<file path="config.mk">
export PLATFORM = sky130hd
export DESIGN_NAME = tcc_top
export DESIGN_NICKNAME = d
export VERILOG_FILES = /design/src/tcc_pkg.sv /design/src/tcc_top.sv
export SDC_FILE = /design/constraint.sdc
export NUM_CORES = 1
export LEC_CHECK = 0
export ABC_AREA = 1
export BUFFER_PORTS_ARGS = -buffer_cell sky130_fd_sc_hd__buf_2
export CAP_MARGIN = 30
export CORE_MARGIN = 1.5
export CORE_UTILIZATION = 55
export DETAILED_ROUTE_END_ITERATION = 8
export PLACE_DENSITY = 0.88
export SYNTH_ARGS = -nofsm -noshare
export SYNTH_HDL_FRONTEND = slang
export SYNTH_SLANG_ARGS = --single-unit
</file>
<file path="constraint.sdc">
create_clock -name sys_clk_in -period 2.08 [get_ports sys_clk_in]
set_input_delay 0 -clock sys_clk_in [delete_from_list [all_inputs] [get_ports sys_clk_in]]
set_output_delay 0 -clock sys_clk_in [all_outputs]
set_load 0.05 [all_outputs]
</file>
<file path="src/tcc_pkg.sv">
// tcc_pkg: register map, field positions and reset values of the timer
// capture/compare control block.
// assumes an avalon-mm slave with 32-bit data and byte offsets, not all word-aligned (0x0E, 0x0F).
package tcc_pkg;
	// ----------------------------------------------------------------
	// register byte offsets
	// ----------------------------------------------------------------
	localparam logic [7:0] OFS_CNT       = 8'h04;
	localparam logic [7:0] OFS_SCR1      = 8'h08;
	localparam logic [7:0] OFS_TOV       = 8'h0C;
	localparam logic [7:0] OFS_CFLAG     = 8'h0E;
	localparam logic [7:0] OFS_OFLAG     = 8'h0F;
	localparam logic [7:0] OFS_ACT       = 8'h14;
	localparam logic [7:0] OFS_EDGE      = 8'h18;
	localparam logic [7:0] OFS_IEN       = 8'h1C;
	localparam logic [7:0] OFS_IOS       = 8'h20;
	localparam logic [7:0] OFS_FORCE     = 8'h24;
	localparam logic [7:0] OFS_OVR_MASK  = 8'h28;
	localparam logic [7:0] OFS_OVR_DATA  = 8'h2C;
	localparam logic [7:0] OFS_CH_BASE   = 8'h40;
	localparam logic [7:0] OFS_CH_LAST   = 8'h5C;
	localparam logic [7:0] OFS_ACC       = 8'h60;
	localparam logic [7:0] OFS_AFLAG     = 8'h64;
	// ----------------------------------------------------------------
	// fields
	// ----------------------------------------------------------------
	localparam int BIT_TEN   = 7;
	localparam int BIT_SWAI  = 6;
	localparam int BIT_SFRZ  = 5;
	localparam int BIT_FFCA  = 4;
	localparam int BIT_TOF   = 7;
	localparam int BIT_ACCUM_OVERFLOW_FLAG = 1;
	localparam int BIT_ACCUM_INPUT_FLAG  = 0;
	localparam logic [15:0] CNT_MAX   = 16'hFFFF;
	localparam logic [15:0] RST_16    = 16'h0000;
	localparam logic [7:0]  RST_8     = 8'h00;
	localparam logic [5:0]  ACC_DIV   = 6'h3F;
	localparam logic [31:0] RD_UNMAP  = 32'h0000_0000;

	typedef struct packed {
		logic       run;
		logic       acc_run;
		logic       ffca;
	} tcc_ctl_s;
endpackage

</file>
<file path="src/tcc_top.sv">
// tcc_top: control part of an eight-channel 16-bit capture/compare timer.
// assumes synchronous pin inputs, a wait/freeze status from the cpu and a
// one-cycle-answer avalon-mm master with 32-bit words.
`timescale 1ns/1ps

// Overview of operation
// - counter writes only taken in test mode
// - first count after counter write may vary
// - enable bit 7 halts timer, not the compare/force/override pin actions
// - no divide-by-64 clock when timer inactive
// - stop-in-wait halts timer and accumulator
// - stop-in-freeze halts counter only
// - fast clear: capture channel read or compare channel write clears flag
// - fast clear: counter access clears overflow
// - fast clear: accumulator access clears its flags
// - toggle pin on overflow in compare mode
// - override beats toggle beats forced compare
// - nonzero action bits make pin output in compare mode
// - compare action: none, toggle, clear, set
// - edge bits select capture edge
// - enable bits gate channel flags to interrupt
// - 16-bit up counter on prescaled tick
// - overflow flag set on wrap to zero
// - write one clears flag, zero keeps
module tcc_top #(
	parameter int CHANNELS = 8
) (
	input  wire logic        sys_clk_in,
	input  wire logic        sys_rst_in,
	input  wire logic [7:0]  avs_address_in,
	input  wire logic        avs_read_in,
	input  wire logic        avs_write_in,
	input  wire logic [31:0] avs_writedata_in,
	output logic      [31:0] avs_readdata_out,
	output logic             avs_waitrequest_out,
	input  wire logic        test_mode_in,
	input  wire logic        cpu_wait_in,
	input  wire logic        cpu_freeze_in,
	input  wire logic        prescale_tick_in,
	input  wire logic [7:0]  capture_pin_in,
	input  wire logic [7:0]  compare_match_in,
	input  wire logic        override_event_in,
	input  wire logic        accum_edge_in,
	output logic      [7:0]  pin_out,
	output logic      [7:0]  pin_oe_out,
	output logic      [7:0]  capture_event_out,
	output logic             accum_clk64_out,
	output logic             accum_run_out,
	output logic             irq_out
);
	// the register layout packs exactly eight channels into each register
	if (CHANNELS != 8) begin : g_bad_channels
		$error("tcc_top supports exactly 8 channels");
	end

	// ----------------------------------------------------------------
	// registers
	// ----------------------------------------------------------------
	logic [7:0]  scr1_q, tov_q, ien_q, ios_q, omask_q, odata_q, cflag_q;
	logic [15:0] act_q, edge_q, cnt_q, acc_q;
	logic        tof_q, accum_overflow_flag_q, accum_input_flag_q, ack_q;
	logic [5:0]  div_q;
	logic [7:0]  pin_q, cap_q, prev_q;
	logic        clk64_q;

	// ----------------------------------------------------------------
	// decode
	// ----------------------------------------------------------------
	wire req      = (avs_read_in | avs_write_in) & ~ack_q;
	wire wr       = avs_write_in & req;
	wire rd       = avs_read_in & req;
	wire hit_cnt  = avs_address_in == tcc_pkg::OFS_CNT;
	wire hit_acc  = avs_address_in == tcc_pkg::OFS_ACC;
	wire hit_ch   = avs_address_in >= tcc_pkg::OFS_CH_BASE &&
		avs_address_in <= tcc_pkg::OFS_CH_LAST;
	wire [2:0] ch = 3'(avs_address_in[4:2]);
	wire [7:0] ch_oh = hit_ch ? (8'h01 << ch) : 8'h00;
	wire [7:0] wd8 = avs_writedata_in[7:0];

	tcc_pkg::tcc_ctl_s ctl;
	// counter, divider, capture, compare flags and accumulator off when disabled or stopped in wait
	assign ctl.run = scr1_q[tcc_pkg::BIT_TEN] &
		~(scr1_q[tcc_pkg::BIT_SWAI] & cpu_wait_in);
	// freeze stops only the counter, accumulator keeps going
	assign ctl.acc_run = ctl.run;
	assign ctl.ffca = scr1_q[tcc_pkg::BIT_FFCA];
	wire cnt_tick = ctl.run & prescale_tick_in &
		~(scr1_q[tcc_pkg::BIT_SFRZ] & cpu_freeze_in);
	wire cnt_wr   = wr & hit_cnt & test_mode_in;
	wire wrap     = cnt_tick & (cnt_q == tcc_pkg::CNT_MAX);

	// fast clear sources
	wire [7:0] fc_ch = ctl.ffca ? (ch_oh & ((~ios_q & {8{rd}}) |
		(ios_q & {8{wr}}))) : 8'h00;
	wire fc_cnt = ctl.ffca & req & hit_cnt;
	wire fc_acc = ctl.ffca & req & hit_acc;
	wire [7:0] w1c_ch = (wr && avs_address_in == tcc_pkg::OFS_CFLAG) ?
		wd8 : 8'h00;
	wire w1c_tof = wr && avs_address_in == tcc_pkg::OFS_OFLAG &&
		wd8[tcc_pkg::BIT_TOF];
	wire [7:0] force_v = (wr && avs_address_in == tcc_pkg::OFS_FORCE) ?
		wd8 : 8'h00;

	// ----------------------------------------------------------------
	// per-channel pin action and capture
	// ----------------------------------------------------------------
	logic [7:0] pin_d, cap_d, oe_d;
	genvar g;
	generate
		for (g = 0; g < 8; g++) begin : g_ch
			wire om = act_q[2*g+1];
			wire ol = act_q[2*g];
			wire eb = edge_q[2*g+1];
			wire ea = edge_q[2*g];
			wire ovr = override_event_in & omask_q[g] & ios_q[g];
			wire tog = wrap & tov_q[g] & ios_q[g];
			wire cmp = ios_q[g] & (compare_match_in[g] | force_v[g]);
			logic act_v;
			always_comb begin
				case ({om, ol})
				2'b01:   act_v = ~pin_q[g];
				2'b10:   act_v = 1'b0;
				2'b11:   act_v = 1'b1;
				default: act_v = pin_q[g];
				endcase
			end
			// override first, then overflow toggle, then compare/force
			assign pin_d[g] = ovr ? odata_q[g] :
				tog ? ~pin_q[g] : cmp ? act_v : pin_q[g];
			assign oe_d[g] = ios_q[g] & ((om | ol) | omask_q[g]);
			wire rise = capture_pin_in[g] & ~prev_q[g];
			wire fall = ~capture_pin_in[g] & prev_q[g];
			assign cap_d[g] = ctl.run & ~ios_q[g] &
				((ea & rise) | (eb & fall));
		end
	endgenerate

	wire [7:0] set_ch = cap_d | (ios_q & compare_match_in & {8{ctl.run}});

	// ----------------------------------------------------------------
	// read mux
	// ----------------------------------------------------------------
	logic [31:0] rdata_d;
	always_comb begin
		case (avs_address_in)
		tcc_pkg::OFS_CNT:      rdata_d = {16'h0000, cnt_q};
		tcc_pkg::OFS_SCR1:     rdata_d = {24'h00_0000, scr1_q};
		tcc_pkg::OFS_TOV:      rdata_d = {24'h00_0000, tov_q};
		tcc_pkg::OFS_CFLAG:    rdata_d = {24'h00_0000, cflag_q};
		tcc_pkg::OFS_OFLAG:    rdata_d = {24'h00_0000, tof_q, 7'h00};
		tcc_pkg::OFS_ACT:      rdata_d = {16'h0000, act_q};
		tcc_pkg::OFS_EDGE:     rdata_d = {16'h0000, edge_q};
		tcc_pkg::OFS_IEN:      rdata_d = {24'h00_0000, ien_q};
		tcc_pkg::OFS_IOS:      rdata_d = {24'h00_0000, ios_q};
		tcc_pkg::OFS_OVR_MASK: rdata_d = {24'h00_0000, omask_q};
		tcc_pkg::OFS_OVR_DATA: rdata_d = {24'h00_0000, odata_q};
		tcc_pkg::OFS_ACC:      rdata_d = {16'h0000, acc_q};
		tcc_pkg::OFS_AFLAG:    rdata_d = {30'h0000_0000, accum_overflow_flag_q, accum_input_flag_q};
		default:               rdata_d = tcc_pkg::RD_UNMAP;
		endcase
	end

	// ----------------------------------------------------------------
	// bus slave: one wait state, answer on the second edge
	// ----------------------------------------------------------------
	always_ff @(posedge sys_clk_in) begin
		if (sys_rst_in) begin
			ack_q               <= 1'b0;
			avs_waitrequest_out <= 1'b1;
			avs_readdata_out    <= tcc_pkg::RD_UNMAP;
		end else begin
			ack_q               <= req;
			// kept as its own flop so the pin needs no inverter after it
			avs_waitrequest_out <= ~req;
			avs_readdata_out    <= rd ? rdata_d : avs_readdata_out;
		end
	end

	// ----------------------------------------------------------------
	// control registers
	// ----------------------------------------------------------------
	always_ff @(posedge sys_clk_in) begin
		if (sys_rst_in) begin
			scr1_q  <= tcc_pkg::RST_8;
			tov_q   <= tcc_pkg::RST_8;
			ien_q   <= tcc_pkg::RST_8;
			ios_q   <= tcc_pkg::RST_8;
			omask_q <= tcc_pkg::RST_8;
			odata_q <= tcc_pkg::RST_8;
			act_q   <= tcc_pkg::RST_16;
			edge_q  <= tcc_pkg::RST_16;
		end else if (wr) begin
			if (avs_address_in == tcc_pkg::OFS_SCR1)     scr1_q  <= wd8;
			if (avs_address_in == tcc_pkg::OFS_TOV)      tov_q   <= wd8;
			if (avs_address_in == tcc_pkg::OFS_IEN)      ien_q   <= wd8;
			if (avs_address_in == tcc_pkg::OFS_IOS)      ios_q   <= wd8;
			if (avs_address_in == tcc_pkg::OFS_OVR_MASK) omask_q <= wd8;
			if (avs_address_in == tcc_pkg::OFS_OVR_DATA) odata_q <= wd8;
			if (avs_address_in == tcc_pkg::OFS_ACT)
				act_q <= avs_writedata_in[15:0];
			if (avs_address_in == tcc_pkg::OFS_EDGE)
				edge_q <= avs_writedata_in[15:0];
		end
	end

	// ----------------------------------------------------------------
	// counter, flags, divide-by-64, accumulator
	// ----------------------------------------------------------------
	// a test-mode write is not aligned to the prescale tick, so the
	// first period after it can be short
	always_ff @(posedge sys_clk_in) begin
		if (sys_rst_in) begin
			cnt_q   <= tcc_pkg::RST_16;
			tof_q   <= 1'b0;
			cflag_q <= tcc_pkg::RST_8;
			div_q   <= 6'h00;
			clk64_q <= 1'b0;
			acc_q   <= tcc_pkg::RST_16;
			accum_overflow_flag_q <= 1'b0;
			accum_input_flag_q  <= 1'b0;
		end else begin
			if (cnt_wr)
				cnt_q <= avs_writedata_in[15:0];
			else if (cnt_tick)
				cnt_q <= cnt_q + 16'h0001;
			// hardware set wins over any clear in the same cycle
			tof_q   <= wrap | (tof_q & ~w1c_tof & ~fc_cnt);
			cflag_q <= set_ch | (cflag_q & ~w1c_ch & ~fc_ch);
			div_q   <= ctl.run ? div_q + 6'h01 : 6'h00;
			clk64_q <= ctl.run & (div_q == tcc_pkg::ACC_DIV);
			if (ctl.acc_run & accum_edge_in)
				acc_q <= acc_q + 16'h0001;
			accum_input_flag_q  <= (ctl.acc_run & accum_edge_in) |
				(accum_input_flag_q & ~fc_acc);
			accum_overflow_flag_q <= (ctl.acc_run & accum_edge_in &
				acc_q == tcc_pkg::CNT_MAX) | (accum_overflow_flag_q & ~fc_acc);
		end
	end

	always_ff @(posedge sys_clk_in) begin
		if (sys_rst_in) begin
			pin_q             <= tcc_pkg::RST_8;
			pin_oe_out        <= tcc_pkg::RST_8;
			prev_q            <= capture_pin_in; // no false edge after reset
			cap_q             <= tcc_pkg::RST_8;
			accum_run_out     <= 1'b0;
			irq_out           <= 1'b0;
		end else begin
			pin_q             <= pin_d;
			pin_oe_out        <= oe_d;
			prev_q            <= capture_pin_in;
			cap_q             <= cap_d;
			accum_run_out     <= ctl.acc_run;
			irq_out           <= |(cflag_q & ien_q & {8{~cpu_wait_in |
				~scr1_q[tcc_pkg::BIT_SWAI]}});
		end
	end
	assign pin_out           = pin_q;
	assign capture_event_out = cap_q;
	assign accum_clk64_out   = clk64_q;

	// ----------------------------------------------------------------
	// checks
	// ----------------------------------------------------------------
	AST_CNT_NOWRITE: assert property (@(posedge sys_clk_in)
		disable iff (sys_rst_in)
		(wr && hit_cnt && !test_mode_in && !cnt_tick) |=>
		cnt_q == $past(cnt_q)) else $error("counter written outside test");
	AST_TEN_HALT: assert property (@(posedge sys_clk_in)
		disable iff (sys_rst_in)
		(!scr1_q[tcc_pkg::BIT_TEN] && !cnt_wr) |=> $stable(cnt_q))
		else $error("counter moved while disabled");
	AST_NO_CLK64: assert property (@(posedge sys_clk_in)
		disable iff (sys_rst_in)
		!ctl.run |=> !accum_clk64_out) else $error("clk64 while off");
	AST_WAIT_STOP: assert property (@(posedge sys_clk_in)
		disable iff (sys_rst_in)
		(scr1_q[tcc_pkg::BIT_SWAI] && cpu_wait_in) |=> !accum_run_out)
		else $error("accumulator ran in wait");
	AST_FRZ_ACC: assert property (@(posedge sys_clk_in)
		disable iff (sys_rst_in)
		(scr1_q[tcc_pkg::BIT_TEN] && !cpu_wait_in) |=> accum_run_out)
		else $error("accumulator stopped by freeze");
	AST_TOF_SET: assert property (@(posedge sys_clk_in)
		disable iff (sys_rst_in)
		wrap |=> tof_q && ($past(cnt_wr) || cnt_q == 16'h0000))
		else $error("no overflow flag");
	AST_FC_CNT: assert property (@(posedge sys_clk_in)
		disable iff (sys_rst_in)
		(fc_cnt && !wrap) |=> !tof_q) else $error("fast clear missed");
	AST_W1C: assert property (@(posedge sys_clk_in)
		disable iff (sys_rst_in)
		(w1c_ch[0] && !set_ch[0]) |=> !cflag_q[0]) else $error("w1c missed");
	AST_IRQ: assert property (@(posedge sys_clk_in)
		disable iff (sys_rst_in)
		(ien_q == 8'h00) |=> !irq_out) else $error("irq while masked");
	AST_OE: assert property (@(posedge sys_clk_in)
		disable iff (sys_rst_in)
		(ios_q[0] && (act_q[1] | act_q[0])) |=> pin_oe_out[0])
		else $error("pin not driven");

	// ----------------------------------------------------------------
	// checks: counter gating and stepping, clk64 pulse, reset values
	// ----------------------------------------------------------------
	AST_FRZ_CNT: assert property (@(posedge sys_clk_in)
		disable iff (sys_rst_in)
		(scr1_q[tcc_pkg::BIT_SFRZ] && cpu_freeze_in && !cnt_wr) |=>
		$stable(cnt_q)) else $error("counter ran in freeze");

	AST_WAIT_CNT: assert property (@(posedge sys_clk_in)
		disable iff (sys_rst_in)
		(scr1_q[tcc_pkg::BIT_SWAI] && cpu_wait_in && !cnt_wr) |=>
		$stable(cnt_q)) else $error("counter ran in wait");

	AST_CNT_INC: assert property (@(posedge sys_clk_in)
		disable iff (sys_rst_in)
		(cnt_tick && !cnt_wr) |=> cnt_q == $past(cnt_q) + 16'h0001)
		else $error("counter did not step");

	AST_CLK64_GAP: assert property (@(posedge sys_clk_in)
		disable iff (sys_rst_in)
		accum_clk64_out |=> !accum_clk64_out)
		else $error("clk64 pulse too long");

	AST_RST_ZERO: assert property (@(posedge sys_clk_in)
		disable iff (sys_rst_in)
		$past(sys_rst_in) |-> (scr1_q == 8'h00 && act_q == 16'h0000 &&
		edge_q == 16'h0000)) else $error("control not zero after reset");

	// ----------------------------------------------------------------
	// checks: flags and interrupt
	// ----------------------------------------------------------------
	AST_FC_CH: assert property (@(posedge sys_clk_in)
		disable iff (sys_rst_in)
		(fc_ch[0] && !set_ch[0]) |=> !cflag_q[0])
		else $error("channel fast clear missed");

	AST_FC_ACC: assert property (@(posedge sys_clk_in)
		disable iff (sys_rst_in)
		(fc_acc && !(ctl.acc_run && accum_edge_in)) |=>
		(!accum_input_flag_q && !accum_overflow_flag_q)) else $error("accumulator flags kept");

	AST_W1C_TOF: assert property (@(posedge sys_clk_in)
		disable iff (sys_rst_in)
		(w1c_tof && !wrap) |=> !tof_q) else $error("overflow w1c missed");

	AST_W0_KEEP: assert property (@(posedge sys_clk_in)
		disable iff (sys_rst_in)
		(wr && avs_address_in == tcc_pkg::OFS_OFLAG && tof_q && !fc_cnt &&
		!wd8[tcc_pkg::BIT_TOF]) |=> tof_q) else $error("zero write cleared");

	AST_IRQ_ON: assert property (@(posedge sys_clk_in)
		disable iff (sys_rst_in)
		(cflag_q[0] && ien_q[0] && !cpu_wait_in) |=> irq_out)
		else $error("enabled flag gave no irq");

	// ----------------------------------------------------------------
	// checks: pin actions and capture
	// ----------------------------------------------------------------
	AST_ACT_SET: assert property (@(posedge sys_clk_in)
		disable iff (sys_rst_in)
		(ios_q[0] && act_q[1:0] == 2'b11 && compare_match_in[0] &&
		!tov_q[0] && !omask_q[0]) |=> pin_out[0])
		else $error("set action missed");

	AST_TOG: assert property (@(posedge sys_clk_in)
		disable iff (sys_rst_in)
		(wrap && tov_q[1] && ios_q[1] && !override_event_in) |=>
		pin_out[1] != $past(pin_out[1])) else $error("no overflow toggle");

	AST_OVR: assert property (@(posedge sys_clk_in)
		disable iff (sys_rst_in)
		(override_event_in && omask_q[1] && ios_q[1]) |=>
		pin_out[1] == $past(odata_q[1])) else $error("override lost");

	AST_CAP_RISE: assert property (@(posedge sys_clk_in)
		disable iff (sys_rst_in)
		(ctl.run && !ios_q[3] && edge_q[6] && capture_pin_in[3] &&
		!prev_q[3]) |=> capture_event_out[3]) else $error("rise missed");

	AST_CAP_OFF: assert property (@(posedge sys_clk_in)
		disable iff (sys_rst_in)
		(edge_q[7:6] == 2'b00) |=> !capture_event_out[3])
		else $error("capture while disabled");
endmodule

</file>
==> run metrics <==
Max Cap Violations=0; syn_area_per_cell=6.81 sq um; DIE AREA=18300 sq um; setup slack, reg-to-reg=0.11 ns; Antenna Nets Post-Route=0; CP Capture Type=register; HP Class=in2reg; share of post-route cells with drive strength above 1=13.9%; routed len/inst=18.2 microns; DR DRC count=0; top cell type's share of synthesized area=37.9%; peak supply drop=623 uV; final net count=1630; Multi-input gate area=5030 sq um; Post-synth EDFFs=0; Die Wd=135 microns; Async S/R FF share, synth=0%; Fill cells=1483; placed wire-length estimate=23.6 mm; Core Area=17200 sq um; CTS tree=built; vias per cell=5.81; Post-Syn Area=9620 sq um; Comb power frac=6.8%; final slew viol count=0; Total Routing Usage GR=35.7%; worst flop-to-flop path endpoint=edge_q[14]; pre-CTS setup slack=0.253 ns; Clk pin slew, worst setup/hold paths=0.08 ns; Synth cell types=50; CP required=2.41 ns; Reg area=3640 sq um; Detailed Routing Iterations Pass 1=6; highest clock rate=508 MHz; H-tree depth=4; top cells by area, synth=dfxtp_1 38%, nand2_1 13%, nor2_1 6.8%; vias in the first global route=9367; min Tclk post-route=1.97 ns; largest net degree at the start of global routing=63; WS Path Type=reg2reg; Switch Pwr=1890 uW; register area share after synthesis=37.9%; clock skew=0.0108 ns; CP arrival=2.30 ns; initial antenna violation count=0; Iter 0 DRT Violations=1551; switch share=26.3%; Pwr per Cell Area=643 nW/um^2; worst-case reg-to-reg path depth=9; Yosys warnings=0; Num Clock Sinks=182; Post-Syn Instances=1413; Die Ht=135 microns; vias=10356; RSZ-0062 raised after global routing=no; worst reg2reg startpoint=ack_q; antenna fix cells=0; critical path endpoint=edge_q[14]; CP startpoint=ack_q; clock power share=44.6%; IO Port Bufs=93; worst-path maximum fanout=23; Final Setup Violations=0; total negative slack=0 ns; initial core utilization=56.0%; final worst setup slack=0.112 ns; area leader, netlist=dfxtp_1; first-pass GRT wire length=49.8 mm; Synth Register Bits=182; status=finished, final reports clean; Post-synth top flop=dfxtp_1; clock latency on the worst-skew pair=0.45 ns; Fin. Hold Viols=0; clock tree buffer depth=2; routability congestion estimate=1.04; area delta synth->final=16.7%; Pleak=0.00471 uW; number of CTS-inserted buffers=17; Worst Setup Start Kind=register; I/O pin count=126; sequential cell fraction of total power=48.6%; root buffer cell=clkbuf_16; GR Overflow Total=0; Worst-Margin Slew=0.641 ns; DRT Wirelength=32.5 mm; crit share post-route=94.6%; placement row count=48; Internal=5320 uW; Worst slew margin=57.1%
-- kinds of logic after synthesis --
logic type               after synthesis  share of synthesized area, %
flip-flops                           182                          37.9
adder cells (fa/ha/maj)               19                          2.47
buffers and inverters                228                          10.4
other                                  1                        0.0390
AO/OA/AOI/OAI                        268                          15.8
XOR/XNOR                              12                          1.09
AND/OR/NAND/NOR                      703                          32.3
-- cell usage in the layout (no fill, tap or decap), drive strengths merged, types with 4 or more instances in the layout --
master	n
a211oi	28
a21oi	118
a31oi	6
buf	125
clkbuf	19
conb	16
dfxtp	182
dlygate4sd3	34
ha	19
inv	173
nand2	334
nand3	123
nand3b	4
nand4	9
nor2	201
nor3	28
o2111ai	4
o211ai	6
o21ai	85
o21bai	4
o22ai	6
xor2	11
-- critical path, cell delays in order (launching register included) --
cell,delay (ns)
dfxtp_1,0.30
inv_1,0.07
nand2_2,0.05
inv_1,0.15
buf_6,0.24
nand2_1,0.07
buf_4,0.23
nand2_1,0.10
a21oi_1,0.06
dlygate4sd3_1,0.56
-- area by class of cell --
cell class	count	share of cell area (%)
repair buffers	159	9.49
inverters	167	5.62
flip-flops and latches	182	32.5
well taps	225	2.51
clock inverters	13	1.24
clock buffers	19	3.86
multi-input cells	1018	44.8
-- layer usage --
| layer | up-vias | routed length, microns | GRT usage [%] |
|---|---|---|---|
| li1 | 4842 | - | - |
| met1 | 4758 | 12500 | 46.6 |
| met2 | 662 | 14400 | 55.4 |
| met3 | 94 | 4540 | 11.7 |
| met4 | 0 | 1100 | 12.8 |
| met5 | - | 0 | 0 |
-- cell usage after synthesis (2+ instances only) --
master and n:
nand2_4 2, nor3_1 26, buf_4 25, nand2_1 323, clkbuf_1 21, nand2_2 9
nor3_4 2, a211oi_1 25, nor2_2 15, ha_1 19, nand3_4 2, nor2_4 11
a221oi_1 2, xor2_1 11, a211oi_2 3, buf_6 5, nand3_2 3, nor2_1 175
inv_2 9, o22ai_1 6, a21oi_1 117, o21bai_1 4, nand3b_1 4, nand3_1 118
a22o_1 2, a31oi_1 6, o21ai_0 79, o211ai_1 6, dfxtp_1 182, inv_1 156
o21ai_1 6, o31ai_1 3, o2111ai_1 4, nand4_1 8, buf_2 9
-- through the flow --
stage	power (uW)	hold WS [ns]	instance area, sq um	util [%]	std cells
global route	7370	0.0508	11200	65.3	1783
global placement	4010	0.126	10300	60.0	1717
CTS	7190	0.0125	11200	65.3	1783
floorplan	3860	0.0277	9670	-	1428
detailed placement	4010	0.129	10300	60.0	1717
finish	7210	0.0166	11200	65.3	1783
-- worst min path at each step --
| stage | from | end | slack [ns] | depth (start not counted) |
|---|---|---|---|---|
| floorplan | capture_pin_in[0] | prev_q[0] | 0.03 | 0 |
| global placement | capture_pin_in[0] | prev_q[0] | 0.13 | 1 |
| detailed placement | capture_pin_in[2] | prev_q[2] | 0.13 | 1 |
| CTS | compare_match_in[0] | cflag_q[0] | 0.01 | 5 |
| global route | compare_match_in[2] | cflag_q[2] | 0.05 | 5 |
| finish | compare_match_in[0] | cflag_q[0] | 0.02 | 5 |
-- what timing repair did --
action / 4_1_cts / 5_1_grt
setup buffers: 0 / 0
endpoints found under the setup margin: 0 / 1
resized for setup: 0 / 1
hold endpoints to repair: 73 / 0
hold buffers: 34 / 0
-- power groups by stage --
stage                     sequential, uW  combinational (uW)  clock [uW]
after floorplan                     3590                 269           0
after global placement              3580                 425           0
after detailed placement            3580                 428           0
after CTS                           3500                 473        3210
after global routing                3500                 516        3350
final                               3500                 494        3220
-- state kept, by name, indices dropped and copies added (netlist names), 6 cells and up --
name and count:
cnt_q 16, omask_q 8, odata_q 8, acc_q 16, scr1_q 8, avs_readdata_out 16
ios_q 8, pin_out 8, prev_q 8, ien_q 8, cflag_q 8, pin_oe_out 8
div_q 6, tov_q 8, edge_q 16, capture_event_out 8, act_q 16
Note: power is estimated with default switching activity, not from simulation.
